[src/hw/fhlm_regs.svh]
// fhlm_regs.svh: offsets, field positions, reset values and timing of the fan hours monitor
// assumes a 100 MHz aclk and 32-bit AXI4-Lite words on byte addresses
// Function
// - five hour counters: 0 to 3 internal connector fans, 4 the external fan
// - count only while commanded on and speed above 5 % of monitor threshold
// - external fan channel 4 ignores speed, counts while commanded on
// - channels of fans not fitted never count
// - each channel has a planned lifetime, 30000 hours after defaults load
// - alarm once counted hours reach planned lifetime minus 500 hours
// - planned lifetime zero disables supervision and alarm of that channel
// - writing 1 to a channel clear bit zeroes its counter; do at replacement
// - report fans: none below 210 A, two internal below 400 A, else line fan
`ifndef FHLM_REGS_SVH
`define FHLM_REGS_SVH

`define FHLM_NCH         5
`define FHLM_NINT        4
`define FHLM_HOURS_W     32
`define FHLM_PRE_W       40
`define FHLM_ADDR_W      8

`define FHLM_CTRL        8'h00
`define FHLM_STATUS      8'h04
`define FHLM_THRESH      8'h08
`define FHLM_HCLR        8'h0C
`define FHLM_IRQ_ST      8'h10
`define FHLM_IRQ_CLR     8'h14
`define FHLM_IRQ_EN      8'h18
`define FHLM_ALARM       8'h1C
`define FHLM_HOURS_BASE  8'h20
`define FHLM_LIFE_BASE   8'h40

`define FHLM_CTRL_DRV    0
`define FHLM_CTRL_FIT    1
`define FHLM_ST_TYPE     0
`define FHLM_ST_FIT      8
`define FHLM_ST_RUN      16

`define FHLM_CTRL_RST    32'h0000_0000
`define FHLM_THRESH_RST  16'h0000
`define FHLM_LIFE_RST    32'h0000_7530
`define FHLM_WARN_HOURS  33'h0_0000_01F4
`define FHLM_SPEED_PCT   24'h00_0005
`define FHLM_PCT_FULL    24'h00_0064
`define FHLM_FAN_MIN_A   16'h00D2
`define FHLM_LINE_FAN_A  16'h0190
`define FHLM_FIT_INT     4'h3
`define FHLM_FIT_LINE    4'h1

`define FHLM_HOUR_S      64'h0000_0000_0000_0E10
`define FHLM_CLK_HZ      64'h0000_0000_05F5_E100
`define FHLM_HOUR_CYC    (`FHLM_HOUR_S * `FHLM_CLK_HZ)

`endif

[src/hw/fhlm_pkg.sv]
// fhlm_pkg.sv: types shared by the fan hours monitor modules
// assumes fhlm_regs.svh on the include path
`default_nettype none
`include "fhlm_regs.svh"

package fhlm_pkg;
   typedef logic [`FHLM_PRE_W-1:0] fhlm_pre_t;
   typedef enum logic [1:0] {
      fhlm_fan_none     = 2'h0,
      fhlm_fan_internal = 2'h1,
      fhlm_fan_line     = 2'h3
   } fhlm_fan_type_t;
   typedef struct packed {
      logic                     run;
      logic                     clear;
      logic [`FHLM_HOURS_W-1:0] lifetime;
   } fhlm_chan_ctl_t;
   typedef struct packed {
      logic [`FHLM_HOURS_W-1:0] hours;
      logic                     alarm;
   } fhlm_chan_stat_t;
endpackage

`default_nettype wire

[src/hw/fhlm_monitor.sv]
// fhlm_monitor.sv: five fan hour counters with lifetime alarm behind AXI4-Lite
// assumes fan commands and speeds from logic on aclk; the rating strap is a pin
//
// Implementation choices: the address map and the AXI4-Lite interface to the registers.
`timescale 1ns/1ps
`default_nettype none
`include "fhlm_regs.svh"

module fhlm_monitor
#(
   parameter fhlm_pkg::fhlm_pre_t HOUR_CYCLES = fhlm_pkg::fhlm_pre_t'(`FHLM_HOUR_CYC)
)
(
   input  wire logic                         aclk,
   input  wire logic                         aresetn,
   input  wire logic [`FHLM_ADDR_W-1:0]      awaddr,
   input  wire logic [2:0]                   awprot,
   input  wire logic                         awvalid,
   output logic                              awready,
   input  wire logic [31:0]                  wdata,
   input  wire logic [3:0]                   wstrb,
   input  wire logic                         wvalid,
   output logic                              wready,
   output logic [1:0]                        bresp,
   output logic                              bvalid,
   input  wire logic                         bready,
   input  wire logic [`FHLM_ADDR_W-1:0]      araddr,
   input  wire logic [2:0]                   arprot,
   input  wire logic                         arvalid,
   output logic                              arready,
   output logic [31:0]                       rdata,
   output logic [1:0]                        rresp,
   output logic                              rvalid,
   input  wire logic                         rready,
   input  wire logic [`FHLM_NINT-1:0]        fan_on,
   input  wire logic [`FHLM_NINT-1:0][15:0]  fan_speed,
   input  wire logic [15:0]                  unit_rated_amps,
   output logic                              external_fan_drive,
   output logic [1:0]                        fan_type_indicator,
   output logic [`FHLM_NCH-1:0]              fan_lifetime_alarm,
   output logic                              irq
);
   localparam int NCH  = `FHLM_NCH;
   localparam int NINT = `FHLM_NINT;

   if (NCH != NINT + 1) $error("external fan must be the last channel");

   logic [31:0]                            ctrl;
   logic [15:0]                            thresh;
   logic [NCH-1:0][`FHLM_HOURS_W-1:0]      life;
   logic [NCH-1:0]                         irq_st;
   logic [NCH-1:0]                         irq_en;
   logic [NCH-1:0]                         alarm_q;
   logic [NCH-1:0]                         hclr;
   logic [NCH-1:0]                         irq_clr;
   logic [NCH-1:0]                         fitted;
   logic [NCH-1:0]                         run_vec;
   logic [15:0]                            amps_s;
   fhlm_pkg::fhlm_fan_type_t               fan_type;
   fhlm_pkg::fhlm_chan_ctl_t  [NCH-1:0]    ctl;
   fhlm_pkg::fhlm_chan_stat_t [NCH-1:0]    stat;
   logic                                   aw_held;
   logic                                   w_held;
   logic [`FHLM_ADDR_W-1:0]                wr_addr;
   logic [31:0]                            wr_data;
   logic [3:0]                             wr_strb;
   logic                                   wr_go;
   logic                                   wr_ok;
   logic [31:0]                            wr_bits;
   logic [31:0]                            rd_word;
   logic                                   rd_ok;
   logic [31:0]                            status_word;

   ////////////////////////////////////////////////////////////////////////////
   function automatic logic [31:0] merge(input logic [31:0] old, input logic [31:0] d,
                                         input logic [3:0] s);
      logic [31:0] r;
      r = old;
      for (int b = 0; b < 4; b++)
      begin
         if (s[b])
            r[8*b +: 8] = d[8*b +: 8];
      end
      return r;
   endfunction

   function automatic logic [`FHLM_ADDR_W-1:0] hours_addr(input int i);
      return `FHLM_ADDR_W'(`FHLM_HOURS_BASE + 4 * i);
   endfunction

   function automatic logic [`FHLM_ADDR_W-1:0] life_addr(input int i);
      return `FHLM_ADDR_W'(`FHLM_LIFE_BASE + 4 * i);
   endfunction

   // strict greater: a fan just at 5 % counts as stopped
   function automatic logic speed_ok(input logic [15:0] spd, input logic [15:0] thr);
      return (24'(spd) * `FHLM_PCT_FULL) > (24'(thr) * `FHLM_SPEED_PCT);
   endfunction

   function automatic fhlm_pkg::fhlm_fan_type_t classify(input logic [15:0] a);
      if (a < `FHLM_FAN_MIN_A)
         return fhlm_pkg::fhlm_fan_none;
      else if (a < `FHLM_LINE_FAN_A)
         return fhlm_pkg::fhlm_fan_internal;
      else
         return fhlm_pkg::fhlm_fan_line;
   endfunction

   function automatic logic [NINT-1:0] fit_int(input fhlm_pkg::fhlm_fan_type_t t);
      case (t)
         fhlm_pkg::fhlm_fan_internal: return `FHLM_FIT_INT;
         fhlm_pkg::fhlm_fan_line:     return `FHLM_FIT_LINE;
         default:                     return '0;
      endcase
   endfunction

   ////////////////////////////////////////////////////////////////////////////
   // fan arrangement from the rating strap
   fhlm_sync #(
      .W       (16)
   ) u_amps (
      .aclk_d  (unit_rated_amps),
      .aclk    (aclk),
      .aresetn (aresetn),
      .q       (amps_s)
   );

   always_ff @(posedge aclk)
   begin
      if (!aresetn)
         fan_type <= fhlm_pkg::fhlm_fan_none;
      else
         fan_type <= classify(amps_s);
   end

   assign fan_type_indicator = fan_type;
   assign external_fan_drive = ctrl[`FHLM_CTRL_DRV];
   assign fitted = {ctrl[`FHLM_CTRL_FIT], fit_int(fan_type)};

   ////////////////////////////////////////////////////////////////////////////
   // channels
   always_comb
   begin
      for (int i = 0; i < NINT; i++)
         run_vec[i] = fitted[i] && fan_on[i] && speed_ok(fan_speed[i], thresh);
      run_vec[NCH-1] = fitted[NCH-1] && ctrl[`FHLM_CTRL_DRV];
   end

   for (genvar i = 0; i < NCH; i++)
   begin : g_ch
      assign ctl[i].run      = run_vec[i];
      assign ctl[i].clear    = hclr[i];
      assign ctl[i].lifetime = life[i];
      assign fan_lifetime_alarm[i] = stat[i].alarm;

      fhlm_chan #(
         .HOUR_CYCLES (HOUR_CYCLES)
      ) u_chan (
         .aclk        (aclk),
         .aresetn     (aresetn),
         .ctl         (ctl[i]),
         .stat        (stat[i])
      );
   end

   ////////////////////////////////////////////////////////////////////////////
   // write channel: address and data taken in either order
   assign awready = !aw_held && !bvalid;
   assign wready  = !w_held && !bvalid;
   assign wr_go   = aw_held && w_held && !bvalid;
   assign wr_bits = merge(32'h0000_0000, wr_data, wr_strb);

   always_ff @(posedge aclk)
   begin
      if (!aresetn)
      begin
         aw_held <= 1'b0;
         wr_addr <= '0;
      end
      else if (awvalid && awready)
      begin
         aw_held <= 1'b1;
         wr_addr <= awaddr;
      end
      else if (wr_go)
         aw_held <= 1'b0;
   end

   always_ff @(posedge aclk)
   begin
      if (!aresetn)
      begin
         w_held  <= 1'b0;
         wr_data <= '0;
         wr_strb <= '0;
      end
      else if (wvalid && wready)
      begin
         w_held  <= 1'b1;
         wr_data <= wdata;
         wr_strb <= wstrb;
      end
      else if (wr_go)
         w_held <= 1'b0;
   end

   always_comb
   begin
      wr_ok = 1'b0;
      case (wr_addr)
         `FHLM_CTRL, `FHLM_STATUS, `FHLM_THRESH, `FHLM_HCLR,
         `FHLM_IRQ_ST, `FHLM_IRQ_CLR, `FHLM_IRQ_EN, `FHLM_ALARM:
            wr_ok = 1'b1;
         default:
         begin
            for (int i = 0; i < NCH; i++)
            begin
               if (wr_addr == hours_addr(i) || wr_addr == life_addr(i))
                  wr_ok = 1'b1;
            end
         end
      endcase
   end

   always_ff @(posedge aclk)
   begin
      if (!aresetn)
      begin
         bvalid <= 1'b0;
         bresp  <= 2'h0;
      end
      else if (wr_go)
      begin
         bvalid <= 1'b1;
         bresp  <= wr_ok ? 2'h0 : 2'h2;
      end
      else if (bready)
         bvalid <= 1'b0;
   end

   // writable registers
   always_ff @(posedge aclk)
   begin
      if (!aresetn)
         ctrl <= `FHLM_CTRL_RST;
      else if (wr_go && wr_addr == `FHLM_CTRL)
         ctrl <= merge(ctrl, wr_data, wr_strb) & 32'h0000_0003;
   end

   always_ff @(posedge aclk)
   begin
      if (!aresetn)
         thresh <= `FHLM_THRESH_RST;
      else if (wr_go && wr_addr == `FHLM_THRESH)
         thresh <= 16'(merge({16'h0000, thresh}, wr_data, wr_strb));
   end

   always_ff @(posedge aclk)
   begin
      if (!aresetn)
         irq_en <= '0;
      else if (wr_go && wr_addr == `FHLM_IRQ_EN)
         irq_en <= NCH'(merge(32'(irq_en), wr_data, wr_strb));
   end

   // defaults reload on reset
   always_ff @(posedge aclk)
   begin
      for (int i = 0; i < NCH; i++)
      begin
         if (!aresetn)
            life[i] <= `FHLM_LIFE_RST;
         else if (wr_go && wr_addr == life_addr(i))
            life[i] <= merge(life[i], wr_data, wr_strb);
      end
   end

   // write-one pulses, the counter itself is cleared inside the channel
   assign hclr    = (wr_go && wr_addr == `FHLM_HCLR) ? wr_bits[NCH-1:0] : '0;
   assign irq_clr = (wr_go && wr_addr == `FHLM_IRQ_CLR) ? wr_bits[NCH-1:0] : '0;

   ////////////////////////////////////////////////////////////////////////////
   // interrupts: alarm rise is the event; set wins over a same-cycle clear
   always_ff @(posedge aclk)
   begin
      if (!aresetn)
      begin
         alarm_q <= '0;
         irq_st  <= '0;
      end
      else
      begin
         alarm_q <= fan_lifetime_alarm;
         irq_st  <= (irq_st & ~irq_clr) | (fan_lifetime_alarm & ~alarm_q);
      end
   end

   assign irq = |(irq_st & irq_en);

   ////////////////////////////////////////////////////////////////////////////
   // read channel, one cycle to rvalid
   assign arready = !rvalid;

   always_comb
   begin
      status_word = '0;
      status_word[`FHLM_ST_TYPE +: 2]   = fan_type;
      status_word[`FHLM_ST_FIT +: NCH]  = fitted;
      status_word[`FHLM_ST_RUN +: NCH]  = run_vec;
   end

   always_comb
   begin
      rd_word = '0;
      rd_ok   = 1'b1;
      case (araddr)
         `FHLM_CTRL:   rd_word = ctrl;
         `FHLM_STATUS: rd_word = status_word;
         `FHLM_THRESH: rd_word = {16'h0000, thresh};
         `FHLM_IRQ_ST: rd_word = 32'(irq_st);
         `FHLM_IRQ_EN: rd_word = 32'(irq_en);
         `FHLM_ALARM:  rd_word = 32'(fan_lifetime_alarm);
         `FHLM_HCLR, `FHLM_IRQ_CLR:
            rd_word = '0;
         default:
         begin
            rd_ok = 1'b0;
            for (int i = 0; i < NCH; i++)
            begin
               if (araddr == hours_addr(i))
               begin
                  rd_word = stat[i].hours;
                  rd_ok   = 1'b1;
               end
               if (araddr == life_addr(i))
               begin
                  rd_word = life[i];
                  rd_ok   = 1'b1;
               end
            end
         end
      endcase
   end

   always_ff @(posedge aclk)
   begin
      if (!aresetn)
      begin
         rvalid <= 1'b0;
         rdata  <= '0;
         rresp  <= 2'h0;
      end
      else if (arvalid && arready)
      begin
         rvalid <= 1'b1;
         rdata  <= rd_word;
         rresp  <= rd_ok ? 2'h0 : 2'h2;
      end
      else if (rready)
         rvalid <= 1'b0;
   end
endmodule

`default_nettype wire

[src/hw/fhlm_sync.sv]
// fhlm_sync.sv: two-flop synchroniser for slow pin levels
// assumes inputs change rarely; a multi-bit value may skew for one cycle
`timescale 1ns/1ps
`default_nettype none

module fhlm_sync
#(
   parameter int W = 16
)
(
   input  wire logic [W-1:0] aclk_d,
   input  wire logic         aclk,
   input  wire logic         aresetn,
   output var  logic [W-1:0] q
);
   logic [W-1:0] meta;

   if (W < 1) $error("sync width must be positive");

   always_ff @(posedge aclk)
   begin
      if (!aresetn)
      begin
         meta <= '0;
         q    <= '0;
      end
      else
      begin
         meta <= aclk_d;
         q    <= meta;
      end
   end
endmodule

`default_nettype wire

[src/hw/fhlm_chan.sv]
// fhlm_chan.sv: one fan channel: hour prescaler, hours counter, lifetime alarm
// assumes run and clear come from logic on aclk
`timescale 1ns/1ps
`default_nettype none
`include "fhlm_regs.svh"

module fhlm_chan
#(
   parameter fhlm_pkg::fhlm_pre_t HOUR_CYCLES = fhlm_pkg::fhlm_pre_t'(`FHLM_HOUR_CYC)
)
(
   input  wire logic                      aclk,
   input  wire logic                      aresetn,
   input  wire fhlm_pkg::fhlm_chan_ctl_t  ctl,
   output var  fhlm_pkg::fhlm_chan_stat_t stat
);
   fhlm_pkg::fhlm_pre_t    pre;
   logic                   tick;
   logic [`FHLM_HOURS_W:0] reach;

   if (HOUR_CYCLES == '0) $error("hour prescale must be nonzero");

   assign tick  = ctl.run && (pre == HOUR_CYCLES - 1'b1);
   assign reach = {1'b0, stat.hours} + `FHLM_WARN_HOURS;

   // partial hour kept while the fan stands, lost only on clear or reset
   always_ff @(posedge aclk)
   begin
      if (!aresetn || ctl.clear)
         pre <= '0;
      else if (tick)
         pre <= '0;
      else if (ctl.run)
         pre <= pre + 1'b1;
   end

   // clear beats a coinciding hour tick; saturates instead of wrapping
   always_ff @(posedge aclk)
   begin
      if (!aresetn || ctl.clear)
         stat.hours <= '0;
      else if (tick && !(&stat.hours))
         stat.hours <= stat.hours + 1'b1;
   end

   // level alarm, so it drops by itself once hours fall below the point
   always_ff @(posedge aclk)
   begin
      if (!aresetn)
         stat.alarm <= 1'b0;
      else
         stat.alarm <= (ctl.lifetime != '0) && (reach >= {1'b0, ctl.lifetime});
   end
endmodule

`default_nettype wire

[config.mk]
export PLATFORM = sky130hd
export DESIGN_NAME = fhlm_monitor
export DESIGN_NICKNAME = d
export VERILOG_FILES = /design/src/hw/fhlm_pkg.sv /design/src/hw/fhlm_monitor.sv /design/src/hw/fhlm_sync.sv /design/src/hw/fhlm_chan.sv
export VERILOG_INCLUDE_DIRS = /design/src /design/src/hw
export SDC_FILE = /design/constraint.sdc
export NUM_CORES = 2
export LEC_CHECK = 0
export ABC_AREA = 1
export BUFFER_PORTS_ARGS = -buffer_cell sky130_fd_sc_hd__buf_2
export CORE_MARGIN = 2
export CORE_UTILIZATION = 65
export CTS_BUF_LIST = sky130_fd_sc_hd__clkbuf_16
export DETAILED_ROUTE_END_ITERATION = 10
export PLACE_DENSITY = 0.84
export SLEW_MARGIN = 20
export SYNTH_ARGS = -nofsm -noshare
export SYNTH_HDL_FRONTEND = slang
export SYNTH_SLANG_ARGS = --single-unit
[constraint.sdc]
create_clock -name aclk -period 13 [get_ports aclk]
set_clock_uncertainty 0.15 [all_clocks]
set_input_delay 1.3 -clock aclk [delete_from_list [all_inputs] [get_ports aclk]]
set_output_delay 1.3 -clock aclk [all_outputs]
set_load 0.01 [all_outputs]
==> flow_summary_export.csv <==
group,metric,value,unit
cells_and_area,seq_area,0.01057,mm²
cts,cts_resized,0,
synthesis,yosys_register_bits,528,
detailed_routing,wl_per_cell,19.24,µm
cts,htreeDepth,2,
cells_and_area,multi_input_area,0.02094,mm²
placement,gp_congestion,1.048,
cells_and_area,area_growth,8.980,%
synthesis,synth_xor_area_share,7.238,%
synthesis,post_synth_mux_area_share,0,%
hold_path,holdPathEnd,"u_amps.q[9]",
cts,cts_hold_buf,0,
timing,worstMarginPinSlew,1.101,ns
placement,dp_hpwl,88220,µm
critical_path,worst_ep_required_time,13.44,ns
global_route,grt_overflow_total,0,
timing,fin_setup_tns,0,ns
synthesis,ys_seq_area_share,30.22,%
power,powerDensity,108.4,mW/mm²
placement,numPortBuffers,155,
detailed_routing,ant_nets,0,
detailed_routing,wirelength,113800,µm
die,die_x,236.0,µm
cts,clock_sinks,528,
critical_path,r2r_start,"thresh[1]",
die,initial_core_util,65.37,%
cells_and_area,final.fill_count,4645,
global_route,track_usage,40.02,%
cells_and_area,finalNetCount,5611,
timing,final-hold-violation-count,0,
hold_path,hold_depth,2,
synthesis,synth_top_family_by_area,"simple AND/OR/NAND/NOR gates",
placement,placed_area,0.03605,mm²
cts,cts_inserted_buffers,57,
job,drv_cap,0,
synthesis,ys_warn_count,0,
critical_path,cp.arrival,6.34,ns
die,io_pins,199,
timing,grt_setup_unrepaired,"no",
critical_path,critical_path_class,"input pin to register",
detailed_routing,firstDrtPassIters,6,
critical_path,r2r_slack,7.49,ns
critical_path,worst-r2r-cell-count,25,
synthesis,synthSimpleGateAreaFrac,26.04,%
timing,setup_viol,0,
timing,period_share,45.34,%
synthesis,ys.flop_type,"dfxtp_1",
detailed_routing,drtIter0Drc,3924,
global_route,grt_pass1_vias,32900,
synthesis,synth_async_sr_flop_share,0,%
synthesis,synth_area,0.03497,mm²
synthesis,synth_edf_count,0,
detailed_routing,vias,35160,
critical_path,timing.rr.end,"rdata[16]",
power,vdd_drop_max,0.0001148,V
synthesis,yosysUniqueCellTypes,61,
cts,post_cts_buffers,0,
critical_path,start_kind,"input pin",
synthesis,synth_adder_area_share,11.08,%
power,leakagePower,16.28,nW
cts,cts_buffer_depth,3,
cts,insertion_delay,0.67,ns
cells_and_area,final_area,0.03811,mm²
critical_path,cp-end-kind,"register",
die,die-area,0.05567,mm²
global_route,antenna_found_initial,2,
hold_path,hold_path_startpoint,"u_amps.meta[9]",
power,p_total,4.132,mW
cells_and_area,drive_gt1_share,6.214,%
cts,cts_tree,"done",
detailed_routing,via_per_inst,5.945,
detailed_routing,drc,0,
die,rows,85,
cts,path_clk_slew,0.06,ns
timing,max_freq,0.1696,GHz
synthesis,synthCells,5117,
timing,period_needed,5.895,ns
die,die_y,236.0,µm
timing,slew_headroom,26.38,%
synthesis,synth.avg_cell_area,6.835,µm²
cts,cts_root_buffer,"clkbuf_16",
timing,slew_violations,0,
critical_path,crit_fanout,42,
outcome,outcome,"completed",
hold_path,min_path_type,"register to register",
global_route,grt_pass1_wl,177300,µm
synthesis,synth_compound_gate_area_share,15.39,%
die,core_area,0.05350,mm²
global_route,grt_max_degree,90,
## placed cells by master (no fill, tap or decap), types with 11 or more instances in the layout
cell type / instances
nand2_1: 1147
bufinv_16: 13
nor4_1: 75
o21bai_1: 11
nand3_1: 131
o21ai_0: 295
ha_1: 273
a21oi_1: 502
nor2_1: 388
o22ai_1: 50
a211oi_1: 13
clkinv_1: 11
clkinv_2: 12
nor3_1: 144
xnor2_1: 40
buf_2: 154
o2111ai_1: 13
fa_1: 23
clkbuf_16: 57
xor2_1: 249
inv_1: 708
nand4_1: 157
buf_4: 28
a31oi_1: 11
dfxtp_1: 528
o211ai_1: 48
## stage by stage
step           worst slack, ns  hold slack [ns]  utilization [%]  std cells
2_1_floorplan            7.859           0.2405                -       5118
3_3_place_gp             6.606           0.2442            67.38       5803
3_5_place_dp             6.537           0.2508            67.38       5803
4_1_cts                  7.205           0.2666            71.22       5910
5_1_grt                  6.743           0.2748            71.22       5910
6_report                 7.105           0.2616            71.25       5915
## worst max-delay path, cell delays in order
cell     delay [ns]
buf_2          0.13
ha_1           0.30
ha_1           0.28
inv_1          0.05
fa_1           0.50
inv_1          0.04
ha_1           0.36
nand2_1        0.14
inv_1          0.07
a21oi_1        0.14
nand2_1        0.12
xor2_1         0.19
ha_1           0.29
nand2_1        0.07
nor2_1         0.17
inv_1          0.06
nor2_1         0.10
nand2_1        0.06
nand3_1        0.06
nand2_1        0.05
nand2_1        0.05
nand2_1        0.08
nand3_1        0.26
nand2_1        0.08
buf_4          0.27
inv_2          0.63
nand2_1        0.24
a21oi_1        0.20
## area by class of cell
cell class	count	area share (%)
clock inverters	50	1.648
diodes	5	0.03283
inverters	713	7.022
well taps	696	2.285
clock buffers	57	3.742
flip-flops and latches	528	27.73
multi-input cells	3683	54.93
repair buffers	183	2.603
## logic make-up (layout without fill, tap and decap cells)
logic type	count (synthesis)	in the layout
AND/OR/NAND/NOR	2107	2107
adder cells (fa/ha/maj)	296	296
flip-flops	528	528
AO/OA/AOI/OAI	989	989
other	1	7
buffers and inverters	907	1003
XOR/XNOR	289	289
## worst max path at each step
stage	slack, ns	endpoint	cells past startpoint	from
after CTS	7.21	rdata[16]	27	fan_speed[3]
after global routing	6.74	rdata[16]	28	fan_speed[6]
after floorplan	7.86	g_ch[1].u_chan.pre[19]	26	fan_speed[19]
final	7.11	rdata[16]	28	fan_speed[5]
after detailed placement	6.54	rdata[16]	27	fan_speed[3]
after global placement	6.61	rdata[16]	28	fan_speed[6]
## registers in the layout, indices dropped and copies added, names as in the netlist, 5 cells and up
| name | flops |
|---|---|
| rdata | 32 |
| wr_data | 32 |
| alarm_q | 5 |
| u_amps.q | 15 |
| irq_en | 5 |
| g_ch.u_chan.stat | 101 |
| u_amps.meta | 15 |
| wr_addr | 8 |
| thresh | 16 |
| ctl | 160 |
| g_ch.u_chan.pre | 120 |
| irq_st | 5 |
## where the power goes
part           leakage [nW]  switching, mW  internal (mW)
Clock                  1.03          0.732           1.06
Sequential             4.27         0.0415           1.64
Combinational          11.0          0.417          0.235
## cell usage after synthesis (all sizes together) (8+ instances only)
cell        n  area share (%)
a211oi     13            0.28
a21oi     502             7.2
a31oi      11            0.20
and3        8            0.14
buf        52            0.83
clkbuf    142             1.5
dfxtp     528              30
fa         23             1.3
ha        273             9.8
inv       710             7.6
nand2    1149              12
nand3     133             1.9
nand3b     11            0.25
nand4     157             2.8
nor2      398             4.4
nor3      154             2.4
nor4       78             1.4
o2111ai    13            0.33
o211ai     48             1.0
o21a       10            0.21
o21ai     302             4.3
o21bai     11            0.24
o22ai      50            0.89
or2         8            0.14
xnor2      40             1.0
xor2      249             6.2
## layer usage
layer / wire [µm] / vias to the layer above / GRT usage, %
met3: 11010 / 397 / 5.781
met1: 44950 / 16040 / 51.67
met5: 13 / - / 0
li1: - / 17030 / -
met4: 7262 / 2 / 22.51
met2: 50580 / 1694 / 64.33
(Power assumes the default switching activity.)
